### src/verilog/ctw_params.svh
// Constants for the CT broken-wire and VT fuse-failure supervision block.
// Assumes a 100 MHz system clock and a plain register port driven from that clock.
`ifndef CTW_PARAMS_SVH
`define CTW_PARAMS_SVH

// Register byte offsets
`define CTW_ADDR_CTRL     8'h00
`define CTW_ADDR_IRATED   8'h04
`define CTW_ADDR_FRATED   8'h08
`define CTW_ADDR_V2MIN    8'h0C
`define CTW_ADDR_ISYM     8'h10
`define CTW_ADDR_OPEN1    8'h14
`define CTW_ADDR_OPEN2    8'h18
`define CTW_ADDR_OPEN3    8'h1C
`define CTW_ADDR_ASSIGN   8'h20
`define CTW_ADDR_BWSTAT   8'h24
`define CTW_ADDR_FFMSTAT  8'h28
`define CTW_ADDR_IRQSTAT  8'h2C
`define CTW_ADDR_IRQMASK  8'h30

// Control register fields
`define CTW_CTRL_CT_EN    0
`define CTW_CTRL_FFM_EN   1
`define CTW_CTRL_3PH      2
`define CTW_CTRL_VSEL_LO  4
`define CTW_CTRL_VSEL_HI  6

// Interrupt status bits
`define CTW_IRQ_BW        0
`define CTW_IRQ_VTBLK     1
`define CTW_IRQ_LATCH     2

// Reset values
`define CTW_CTRL_RST      8'h17
`define CTW_IRATED_RST    16'h0400
`define CTW_FRATED_RST    16'h1388
`define CTW_V2MIN_RST     16'h0100
`define CTW_ISYM_RST      16'h0080
`define CTW_OPEN_RST      16'h0020
`define CTW_ASSIGN_RST    3'h7
`define CTW_MASK_RST      3'h0

// Detection figures
`define CTW_MIN_TENTHS    1
`define CTW_OTHER_MULT    2
`define CTW_FREQ_TOL_PCT  10
`define CTW_STEADY_SMP    16
`define CTW_ZC_SMP        64

// Timing
`define CTW_CLK_HZ        100000000
`define CTW_TICK_US       1000
`define CTW_TICK_CYC      ((`CTW_CLK_HZ / 1000000) * `CTW_TICK_US)
`define CTW_FFM_DELAY_S   10
`define CTW_FFM_TICKS     ((`CTW_FFM_DELAY_S * 1000000) / `CTW_TICK_US)

`endif

### src/verilog/ctw_pkg.sv
// Types shared by the CT broken-wire and VT fuse-failure supervision block.
// Assumes nothing beyond a SystemVerilog elaborator.
package ctw_pkg;
    // Fuse failure monitor sequence
    typedef enum logic [2:0] {
        CTW_FFM_IDLE,
        CTW_FFM_WAIT,
        CTW_FFM_SHORT,
        CTW_FFM_LATCH,
        CTW_FFM_HOLD
    } ctw_ffm_state_t;
endpackage

### src/verilog/ctw_supervision.sv
// Broken current-transformer wire supervision and asymmetrical VT fuse-failure monitor.
// Assumes measured magnitudes arrive already in the clk_in domain with a sample strobe.
//
// Decided for this implementation: the address-and-strobe port and the register addresses.
`timescale 1ns/1ns
`include "ctw_params.svh"

module ctw_supervision #(
    parameter int NLOC        = 3,                 // Measuring locations
    parameter int TICK_CYC    = `CTW_TICK_CYC,     // Clock cycles per timer tick
    parameter int DELAY_TICKS = `CTW_FFM_TICKS     // Ticks in the ten second window
) (
    input  wire logic                 clk_in,        // 100 MHz clock
    input  wire logic                 srst_in,       // Synchronous reset
    input  wire logic [7:0]           addr_in,       // Register byte address
    input  wire logic [31:0]          wr_data_in,    // Register write data
    input  wire logic                 wr_in,         // Write strobe
    input  wire logic                 rd_in,         // Read strobe
    output logic      [31:0]          rd_data_out,   // Read data, cycle after strobe
    input  wire logic                 sample_in,     // New measurement set strobe
    input  wire logic [NLOC*48-1:0]   cur_mag_in,    // Phase current magnitudes
    input  wire logic [NLOC*3-1:0]    zero_cross_in, // Zero crossing pulses per phase
    input  wire logic [15:0]          freq_in,       // System frequency, centihertz
    input  wire logic [15:0]          neg_seq_v_in,  // Negative sequence voltage
    input  wire logic [NLOC*16-1:0]   zero_seq_i_in, // Zero sequence current per location
    input  wire logic [NLOC*16-1:0]   neg_seq_i_in,  // Negative sequence current per location
    output logic      [NLOC-1:0]      diff_ref_block_out,   // Differential and REF block
    output logic      [NLOC-1:0]      resid_unbal_block_out, // Residual and unbalance block
    output logic      [NLOC*3-1:0]    broken_wire_out,      // Broken wire annunciation
    output logic                      vt_failure_block_out, // Undervoltage function block
    output logic                      irq_out               // Level interrupt
);
    localparam int NPH = NLOC * 3;
    localparam int CW  = $clog2(`CTW_ZC_SMP + 1);
    localparam int DW  = $clog2(TICK_CYC + 1);
    localparam int TW  = $clog2(DELAY_TICKS + 1);
    localparam logic [CW-1:0] STEADY_MAX = CW'(`CTW_STEADY_SMP);
    localparam logic [CW-1:0] ZC_MAX     = CW'(`CTW_ZC_SMP);
    localparam logic [DW-1:0] TICK_LAST  = DW'(TICK_CYC - 1);
    localparam logic [TW-1:0] DELAY_LAST = TW'(DELAY_TICKS - 1);

    // Refuse configurations the fixed register map or counters cannot serve
    if (NLOC < 1 || NLOC > 3) begin : g_bad_nloc
        $error("NLOC must be 1 to 3");
    end
    if (TICK_CYC < 1 || DELAY_TICKS < 1) begin : g_bad_time
        $error("Timer counts must be at least one");
    end

    // All state of the block
    typedef struct packed {
        logic [7:0]             ctrl;       // Enables and location selection
        logic [15:0]            i_rated;    // Rated current
        logic [15:0]            f_rated;    // Rated frequency
        logic [15:0]            v2_min;     // neg_seq_voltage_min_threshold
        logic [15:0]            i_sym;      // Sequence current symmetry limit
        logic [NLOC-1:0][15:0]  open_i;     // Open pole current per location
        logic [NLOC-1:0]        assign_m;   // Residual/unbalance assigned here
        logic [2:0]             irq_stat;   // Sticky events
        logic [2:0]             irq_mask;   // Interrupt enables
        logic [NPH-1:0]         armed;      // Steady current seen
        logic [NPH-1:0]         bw;         // Broken wire declared
        logic [NPH-1:0][CW-1:0] steady_cnt; // Samples with steady current
        logic [NPH-1:0][CW-1:0] zc_cnt;     // Samples since last crossing
        ctw_pkg::ctw_ffm_state_t ffm;       // Fuse failure sequence
        logic [TW-1:0]          ffm_tmr;    // Ten second window in ticks
        logic [DW-1:0]          div;        // Tick divider
        logic                   tick;       // One cycle tick enable
        logic [NLOC-1:0]        diff_blk;   // Registered outputs from here on
        logic [NLOC-1:0]        ru_blk;
        logic [NPH-1:0]         bw_ann;
        logic                   vt_blk;
        logic                   irq;
        logic [31:0]            rd_data;
    } ctw_state_t;

    ctw_state_t s;       // Present state
    ctw_state_t n;       // Next state

    // Measurement views
    logic [NPH-1:0][15:0]  cur;
    logic [NLOC-1:0][15:0] i0;
    logic [NLOC-1:0][15:0] i2;
    assign cur = cur_mag_in;
    assign i0  = zero_seq_i_in;
    assign i2  = neg_seq_i_in;

    // Current below a tenth of rated, used for detection and for release
    function automatic logic below_tenth(input logic [15:0] c, input logic [15:0] r);
        below_tenth = (20'(c) * 20'd10) < (20'(r) * 20'(`CTW_MIN_TENTHS));
    endfunction

    // Derived conditions
    logic [NPH-1:0] low;         // Phase below the minimum
    logic [NPH-1:0] oth_ok;      // Other phases of the location not overloaded
    logic [NPH-1:0] det;         // New broken wire this cycle
    logic           freq_ok;     // Frequency inside operating band
    logic           ffm_en;      // Monitor active for this object
    logic           crit_v;      // Voltage asymmetry
    logic           sym_i;       // Currents symmetrical on selected locations
    logic           cur_flow;    // Current above open pole limit on a selected location
    logic           crit;        // Full fuse-failure criterion
    logic [2:0]     vsel;        // Locations feeding the current criterion

    // Frequency band check; the wide products avoid any overflow at 16-bit inputs
    always_comb begin
        freq_ok = (32'(freq_in) * 32'd100 >= 32'(s.f_rated) * 32'(100 - `CTW_FREQ_TOL_PCT))
               && (32'(freq_in) * 32'd100 <= 32'(s.f_rated) * 32'(100 + `CTW_FREQ_TOL_PCT));
    end

    // Per-phase detection terms
    always_comb begin
        for (int p = 0; p < NPH; p++) begin
            low[p]    = below_tenth(cur[p], s.i_rated);
            oth_ok[p] = 1'b1;
            for (int q = (p / 3) * 3; q < (p / 3) * 3 + 3; q++) begin
                if (q != p && 17'(cur[q]) > 17'(s.i_rated) * 17'(`CTW_OTHER_MULT)) begin
                    oth_ok[p] = 1'b0;
                end
            end
            det[p] = s.ctrl[`CTW_CTRL_CT_EN] && freq_ok && s.armed[p] && oth_ok[p]
                  && !s.bw[p] && (low[p] || s.zc_cnt[p] == ZC_MAX);
        end
    end

    // Fuse-failure criteria over the locations selected in ctrl
    always_comb begin
        vsel     = s.ctrl[`CTW_CTRL_VSEL_HI:`CTW_CTRL_VSEL_LO];
        ffm_en   = s.ctrl[`CTW_CTRL_FFM_EN] && s.ctrl[`CTW_CTRL_3PH];
        crit_v   = neg_seq_v_in > s.v2_min;
        sym_i    = 1'b1;
        cur_flow = 1'b0;
        for (int l = 0; l < NLOC; l++) begin
            if (vsel[l]) begin
                if (i0[l] >= s.i_sym || i2[l] >= s.i_sym) begin
                    sym_i = 1'b0;
                end
                for (int k = 0; k < 3; k++) begin
                    if (cur[l * 3 + k] > s.open_i[l]) begin
                        cur_flow = 1'b1;
                    end
                end
            end
        end
        crit = ffm_en && crit_v && sym_i && cur_flow;
    end

    // Next state: registers, broken-wire tracking, fuse-failure sequence, outputs
    always_comb begin
        n = s;
        // Timer tick divider
        n.tick = 1'b0;
        if (s.div == TICK_LAST) begin
            n.div  = '0;
            n.tick = 1'b1;
        end else begin
            n.div = s.div + DW'(1);
        end

        // Register writes
        if (wr_in) begin
            case (addr_in)
                `CTW_ADDR_CTRL:    n.ctrl     = wr_data_in[7:0];
                `CTW_ADDR_IRATED:  n.i_rated  = wr_data_in[15:0];
                `CTW_ADDR_FRATED:  n.f_rated  = wr_data_in[15:0];
                `CTW_ADDR_V2MIN:   n.v2_min   = wr_data_in[15:0];
                `CTW_ADDR_ISYM:    n.i_sym    = wr_data_in[15:0];
                `CTW_ADDR_OPEN1:   n.open_i[0] = wr_data_in[15:0];
                `CTW_ADDR_OPEN2:   if (NLOC > 1) n.open_i[NLOC > 1 ? 1 : 0] = wr_data_in[15:0];
                `CTW_ADDR_OPEN3:   if (NLOC > 2) n.open_i[NLOC > 2 ? 2 : 0] = wr_data_in[15:0];
                `CTW_ADDR_ASSIGN:  n.assign_m = wr_data_in[NLOC-1:0];
                `CTW_ADDR_IRQMASK: n.irq_mask = wr_data_in[2:0];
                default: ;        // Read-only and unmapped writes are dropped
            endcase
        end

        // Broken-wire tracking per phase
        for (int p = 0; p < NPH; p++) begin
            if (zero_cross_in[p]) begin
                n.zc_cnt[p] = '0;
            end else if (sample_in && s.zc_cnt[p] != ZC_MAX) begin
                n.zc_cnt[p] = s.zc_cnt[p] + CW'(1);
            end
            if (det[p]) begin
                n.bw[p]         = 1'b1;
                n.armed[p]      = 1'b0;
                n.steady_cnt[p] = '0;
            end else if (s.bw[p]) begin
                if (!low[p]) begin
                    n.bw[p]     = 1'b0;
                    n.zc_cnt[p] = '0;
                end
            end else if (sample_in) begin
                // Arming needs an unbroken run of adequate current
                if (low[p]) begin
                    n.steady_cnt[p] = '0;
                    n.armed[p]      = 1'b0;
                end else if (s.steady_cnt[p] != STEADY_MAX) begin
                    n.steady_cnt[p] = s.steady_cnt[p] + CW'(1);
                end else begin
                    n.armed[p] = 1'b1;
                end
            end
        end

        // Fuse-failure sequence; timer counts ticks of the ten second window
        case (s.ffm)
            ctw_pkg::CTW_FFM_IDLE: begin
                if (crit) begin
                    n.ffm     = ctw_pkg::CTW_FFM_WAIT;
                    n.ffm_tmr = '0;
                end
            end
            ctw_pkg::CTW_FFM_WAIT: begin
                if (!ffm_en || !crit_v) begin
                    n.ffm = ctw_pkg::CTW_FFM_IDLE;
                end else if (!sym_i) begin
                    n.ffm = ctw_pkg::CTW_FFM_SHORT;
                end else if (s.tick) begin
                    if (s.ffm_tmr == DELAY_LAST) begin
                        n.ffm = ctw_pkg::CTW_FFM_LATCH;
                    end else begin
                        n.ffm_tmr = s.ffm_tmr + TW'(1);
                    end
                end
            end
            ctw_pkg::CTW_FFM_SHORT: begin
                // Unblocked while the fault lasts, then judged afresh
                if (!ffm_en || sym_i) begin
                    n.ffm = ctw_pkg::CTW_FFM_IDLE;
                end
            end
            ctw_pkg::CTW_FFM_LATCH: begin
                // Current asymmetry no longer releases here
                if (!ffm_en) begin
                    n.ffm = ctw_pkg::CTW_FFM_IDLE;
                end else if (!crit_v) begin
                    n.ffm     = ctw_pkg::CTW_FFM_HOLD;
                    n.ffm_tmr = '0;
                end
            end
            ctw_pkg::CTW_FFM_HOLD: begin
                if (!ffm_en) begin
                    n.ffm = ctw_pkg::CTW_FFM_IDLE;
                end else if (crit_v) begin
                    n.ffm = ctw_pkg::CTW_FFM_LATCH;
                end else if (s.tick) begin
                    if (s.ffm_tmr == DELAY_LAST) begin
                        n.ffm = ctw_pkg::CTW_FFM_IDLE;
                    end else begin
                        n.ffm_tmr = s.ffm_tmr + TW'(1);
                    end
                end
            end
            default: n.ffm = ctw_pkg::CTW_FFM_IDLE;
        endcase

        // Sticky events; a read clears, but a new event in the same cycle wins
        if (rd_in && addr_in == `CTW_ADDR_IRQSTAT) begin
            n.irq_stat = '0;
        end
        if (|det) begin
            n.irq_stat[`CTW_IRQ_BW] = 1'b1;
        end
        if (s.ffm == ctw_pkg::CTW_FFM_IDLE && crit) begin
            n.irq_stat[`CTW_IRQ_VTBLK] = 1'b1;
        end
        if (s.ffm != ctw_pkg::CTW_FFM_LATCH && n.ffm == ctw_pkg::CTW_FFM_LATCH) begin
            n.irq_stat[`CTW_IRQ_LATCH] = 1'b1;
        end

        // Read data stands only in the cycle after the strobe
        n.rd_data = '0;
        if (rd_in) begin
            case (addr_in)
                `CTW_ADDR_CTRL:    n.rd_data = {24'h000000, s.ctrl};
                `CTW_ADDR_IRATED:  n.rd_data = {16'h0000, s.i_rated};
                `CTW_ADDR_FRATED:  n.rd_data = {16'h0000, s.f_rated};
                `CTW_ADDR_V2MIN:   n.rd_data = {16'h0000, s.v2_min};
                `CTW_ADDR_ISYM:    n.rd_data = {16'h0000, s.i_sym};
                `CTW_ADDR_OPEN1:   n.rd_data = {16'h0000, s.open_i[0]};
                `CTW_ADDR_OPEN2:   n.rd_data = (NLOC > 1) ? {16'h0000, s.open_i[NLOC > 1 ? 1 : 0]}
                                                          : 32'h00000000;
                `CTW_ADDR_OPEN3:   n.rd_data = (NLOC > 2) ? {16'h0000, s.open_i[NLOC > 2 ? 2 : 0]}
                                                          : 32'h00000000;
                `CTW_ADDR_ASSIGN:  n.rd_data = 32'(s.assign_m);
                `CTW_ADDR_BWSTAT:  n.rd_data = 32'(s.bw);
                `CTW_ADDR_FFMSTAT: n.rd_data = {28'h0000000, s.vt_blk, s.ffm};
                `CTW_ADDR_IRQSTAT: n.rd_data = {29'h0, s.irq_stat};
                `CTW_ADDR_IRQMASK: n.rd_data = {29'h0, s.irq_mask};
                default:           n.rd_data = 32'h00000000;   // Unmapped reads as zero
            endcase
        end

        // Reset returns every latch, timer and block to inactive
        if (srst_in) begin
            n = '0;
            n.ctrl     = `CTW_CTRL_RST;
            n.i_rated  = `CTW_IRATED_RST;
            n.f_rated  = `CTW_FRATED_RST;
            n.v2_min   = `CTW_V2MIN_RST;
            n.i_sym    = `CTW_ISYM_RST;
            n.assign_m = NLOC'(`CTW_ASSIGN_RST);
            n.irq_mask = `CTW_MASK_RST;
            for (int l = 0; l < NLOC; l++) begin
                n.open_i[l] = `CTW_OPEN_RST;
            end
            n.ffm = ctw_pkg::CTW_FFM_IDLE;
        end

        // Outputs follow the next state so the blocks act in the detecting cycle's edge
        for (int l = 0; l < NLOC; l++) begin
            n.diff_blk[l] = |n.bw[l * 3 +: 3];
            n.ru_blk[l]   = n.diff_blk[l] && n.assign_m[l];
        end
        n.bw_ann = n.bw;
        n.vt_blk = n.ffm == ctw_pkg::CTW_FFM_WAIT || n.ffm == ctw_pkg::CTW_FFM_LATCH
                || n.ffm == ctw_pkg::CTW_FFM_HOLD;
        n.irq    = |(n.irq_stat & n.irq_mask);
    end

    // Single state register
    always_ff @(posedge clk_in) begin
        s <= n;
    end

    assign rd_data_out           = s.rd_data;
    assign diff_ref_block_out    = s.diff_blk;
    assign resid_unbal_block_out = s.ru_blk;
    assign broken_wire_out       = s.bw_ann;
    assign vt_failure_block_out  = s.vt_blk;
    assign irq_out               = s.irq;

    // Checks
    bw_detect_a: assert property (@(posedge clk_in) disable iff (srst_in)
        det[0] |=> s.bw[0] && broken_wire_out[0])
        else $error("Broken wire not declared after detection");
    other_phase_a: assert property (@(posedge clk_in) disable iff (srst_in)
        $rose(s.bw[0]) |-> $past(oth_ok[0]))
        else $error("Broken wire declared with overloaded other phase");
    diff_block_a: assert property (@(posedge clk_in) disable iff (srst_in)
        $rose(s.bw[0]) |-> diff_ref_block_out[0])
        else $error("Differential block missing with broken wire");
    resid_block_a: assert property (@(posedge clk_in) disable iff (srst_in)
        resid_unbal_block_out[0] |-> diff_ref_block_out[0] && s.assign_m[0])
        else $error("Residual block without assigned broken wire");
    bw_release_a: assert property (@(posedge clk_in) disable iff (srst_in)
        (s.bw[0] && !low[0] && !det[0]) |=> !broken_wire_out[0])
        else $error("Broken wire not released on returning current");
    arm_first_a: assert property (@(posedge clk_in) disable iff (srst_in)
        $rose(s.bw[0]) |-> $past(s.armed[0], 1))
        else $error("Broken wire declared while unarmed");
    freq_band_a: assert property (@(posedge clk_in) disable iff (srst_in)
        (!freq_ok && s.bw == '0) |=> s.bw == '0)
        else $error("Broken wire evaluated outside frequency band");
    vt_block_a: assert property (@(posedge clk_in) disable iff (srst_in)
        (s.ffm == ctw_pkg::CTW_FFM_IDLE && crit) |=> vt_failure_block_out)
        else $error("Fuse failure not blocked immediately");
    short_release_a: assert property (@(posedge clk_in) disable iff (srst_in)
        (s.ffm == ctw_pkg::CTW_FFM_WAIT && ffm_en && crit_v && !sym_i) |=>
        !vt_failure_block_out ##1 (s.ffm == ctw_pkg::CTW_FFM_SHORT || sym_i || !ffm_en))
        else $error("Short circuit did not release blocking");
    latch_hold_a: assert property (@(posedge clk_in) disable iff (srst_in)
        (s.ffm == ctw_pkg::CTW_FFM_LATCH && ffm_en && crit_v) |=>
        s.ffm == ctw_pkg::CTW_FFM_LATCH && vt_failure_block_out)
        else $error("Latched blocking released by currents");
    three_phase_a: assert property (@(posedge clk_in) disable iff (srst_in)
        !ffm_en |=> !vt_failure_block_out)
        else $error("Fuse monitor active without three-phase object");
    reset_clear_a: assert property (@(posedge clk_in)
        srst_in |=> s.bw == '0 && !vt_failure_block_out && s.ffm_tmr == '0)
        else $error("Reset left blocking active");
endmodule

### config.mk
export PLATFORM = sky130hd
export DESIGN_NAME = ctw_supervision
export DESIGN_NICKNAME = d
export VERILOG_FILES = /design/src/verilog/ctw_pkg.sv /design/src/verilog/ctw_supervision.sv
export VERILOG_INCLUDE_DIRS = /design/src /design/src/verilog
export SDC_FILE = /design/constraint.sdc
export NUM_CORES = 2
export LEC_CHECK = 0
export ABC_AREA = 1
export BUFFER_PORTS_ARGS = -buffer_cell sky130_fd_sc_hd__buf_2
export CAP_MARGIN = 20
export CORE_UTILIZATION = 63
export CTS_CLUSTER_DIAMETER = 150
export DETAILED_ROUTE_END_ITERATION = 8
export PLACE_DENSITY_LB_ADDON = 0.08
export SYNTH_ARGS = -nofsm -noshare
export SYNTH_HDL_FRONTEND = slang
export SYNTH_SLANG_ARGS = --single-unit
### constraint.sdc
create_clock -name clk_in -period 6.9 [get_ports clk_in]
set_input_delay 0.345 -clock clk_in [delete_from_list [all_inputs] [get_ports clk_in]]
set_output_delay 0.345 -clock clk_in [all_outputs]
set_load 0.02 [all_outputs]
==> qor.txt <==
Max IR drop VDD - 198 uV
Synth Register Bits - 332
Final core utilization - 69.5%
Crit. End Element - flop
Max Cap Viol - 0
Slowest Stage Delay on Critical Path - 0.55 ns
Achievable Freq - 0.158 GHz
Status - complete, no violations
Area Growth Syn to Fin - 8.44%
DR WL/cell - 17.8 um
Post-DRT Antenna Nets - 0
Synth unique cells - 63
Worst Path Buf+Inv - 4
WL final - 128000 um
TritonCTS Buffers - 35
Hold_buf cts - 0
Number of I/O pins - 375
Largest net degree at the start of global routing - 137
Design area - 46100 um2
Worst path top cell family by delay - adder cells
HP Class - input port to flop
CTS Root Cell - clkbuf_16
Setup Viol. Count Final - 0
Final Skew - 0.0228 ns
Clock tree from TritonCTS - yes
Post-Syn Instances - 5957
Post-synth EDFFs - 0
Critical path startpoint category - flop
Most area-consuming cells after synthesis - ha_1 29%, dfxtp_1 16%, nand2_1 9.9%, inv_1 7.4%, a21oi_1 7.2%
Leak - 22.8 nW
Pwr dens - 141 nW/um2
Final min period - 6.32 ns
Clk buf depth - 3
CP max stage cell - fa_1
Total Nets Final - 7667
Crit path required time - 7.39 ns
Vias per cell - 5.76
CP Max Fanout - 7
Clock-pin transition on the worst setup and hold timing paths - 0.07 ns
Yosys top cell area share - 29.3%
Synthesized area - 42500 um2
Period utilization - 91.6%
Fraction of layout cells with a size suffix above 1 - 8.63%
GPL Wtd Cong - 0.998
CP Data Arrival Time - 6.81 ns
Hold slack - 0.145 ns
Final HPWL DP - 103000 um
Overflow after GRT - 0
RSZ-0062 raised after global routing - false
DR DRC count - 0
Die Footprint - 68600 um2
Pwr Total - 6.51 mW
Final hold vios - 0
Worst skew pair latency - 0.56 ns
Register area share after synthesis - 15.6%
Total Routing Usage GR - 36.5%
Post-synth top cells - 1118 x nand2_1, 995 x ha_1, 844 x inv_1, 614 x a21oi_1, 432 x nor2_1
Cell Rows - 94
DRT Pass-1 Iters - 7
Die Span Y - 262 um
Least-Margin Pin Slew - 1.11 ns
Most used DFF post-synth - dfxtp_1
First-pass GRT wire length - 198000 um
Routed via count - 41.2k
WS Path Type - flop to flop
Vias in the first global route - 38.7k
Starting Density - 64.1%
Final Max Tran Viols - 0
# Post-CTS Setup Buffers - 0
Clock tree sinks - 332
Die Width - 262 um
Cell Area, Placed - 44900 um2
Ys Warns - 0
Most frequent cell after synthesis - nand2_1
Initial antenna violation count - 22
Avg Synthesized Cell Area - 7.14 um2
Largest area contributor in the netlist - ha_1
IO buf count - 342
Ys async rst share - 0%
Starting DRC count in detailed routing - 3160
Setup TNS - 0 ns
Cell mode on critical path - nand2_1
H-tree levels - 2
Worst slew margin - 26.1%
Core area - 66300 um2
worst paths after layout:
check                      startpoint             endpoint  slack, ns  cells after the start
hold reg to reg      s[50]$_SDFF_PP0_     s[50]$_SDFF_PP0_       0.45                      1
setup reg to reg  s[323]$_SDFFE_PP0P_  s[201]$_SDFFE_PP0P_       0.58                     34
setup / recovery  s[323]$_SDFFE_PP0P_  s[201]$_SDFFE_PP0P_       0.58                     34
hold / removal       zero_cross_in[4]    s[112]$_SDFF_PP0_       0.15                      3
cell families (layout without fill, tap and decap cells):
| kind of cell | count (synthesis) | count (layout) | synth area share (%) |
|---|---|---|---|
| other cells | 1 | 31 | 0.00882 |
| compound gates | 1137 | 1137 | 14.8 |
| fa+ha+maj | 1082 | 1082 | 33.4 |
| xor+xnor | 196 | 196 | 4.04 |
| simple gates | 2233 | 2233 | 23.1 |
| buf+inv | 976 | 1288 | 9.08 |
| flops | 332 | 332 | 15.6 |
worst min-delay path, stage by stage:
cell and delay [ns]:
buf_2 0.07, or2_2 0.17, nor3_1 0.07
metal layers:
metal / vias up / routed length, um / GRT usage (%)
met5: - / 112 / 0
met4: 18 / 4980 / 13.2
met2: 1347 / 58700 / 61.9
met3: 326 / 10700 / 7.32
li1: 20800 / - / -
met1: 18800 / 53100 / 45.6
cell type report:
type | instances | area, um2
multi-input cells | 4664 | 32100
fillers | 5871 | 20200
flip-flops and latches | 332 | 6650
inverters | 861 | 3240
repair buffers | 365 | 1900
well taps | 864 | 1080
clock buffers | 51 | 1050
clock inverters | 11 | 85.1
diodes | 15 | 37.5
what timing repair did:
action	in CTS	in global routing
resized for setup	0	2
endpoints found under the setup margin	0	3
hold endpoints to repair	0	0
power by group:
group | leakage, nW | switching, mW | internal (mW)
registers | 2.68 | 0.0190 | 1.94
clock network | 0.563 | 0.828 | 1.06
logic | 19.6 | 1.62 | 1.04
total | 22.8 | 2.47 | 4.05
flip-flops by register name, indices dropped and copies added (netlist names):
name	cells
vt_failure_block_out	1
broken_wire_out	9
rd_data_out	16
irq_out	1
s	299
diff_ref_block_out	3
resid_unbal_block_out	3
through the flow:
stage,cells,worst slack (ns)
4_1_cts,7147,0.570
5_1_grt,7159,0.0152
6_report,7163,0.581
3_5_place_dp,7085,0.600
2_1_floorplan,5972,1.53
3_3_place_gp,7085,0.682
layout by cell type (no fill, tap or decap), types with 15 or more instances in the layout:
cell,count
a2111oi_0,15
diode_2,15
nand2_1,1118
buf_2,342
nor3_1,145
a21oi_1,614
xnor2_1,72
o21ai_1,17
o21bai_1,29
nand3_1,280
a21o_1,24
buf_4,22
conb_1,16
nor2_2,16
nor4_1,44
ha_1,995
nand4_1,100
nor2_1,431
xor2_1,124
fa_1,87
o22ai_1,35
clkbuf_16,36
nand2_2,21
dfxtp_1,331
inv_1,843
o21ai_0,276
o21a_1,36
No activity file was read; power rests on OpenSTA's default activity.
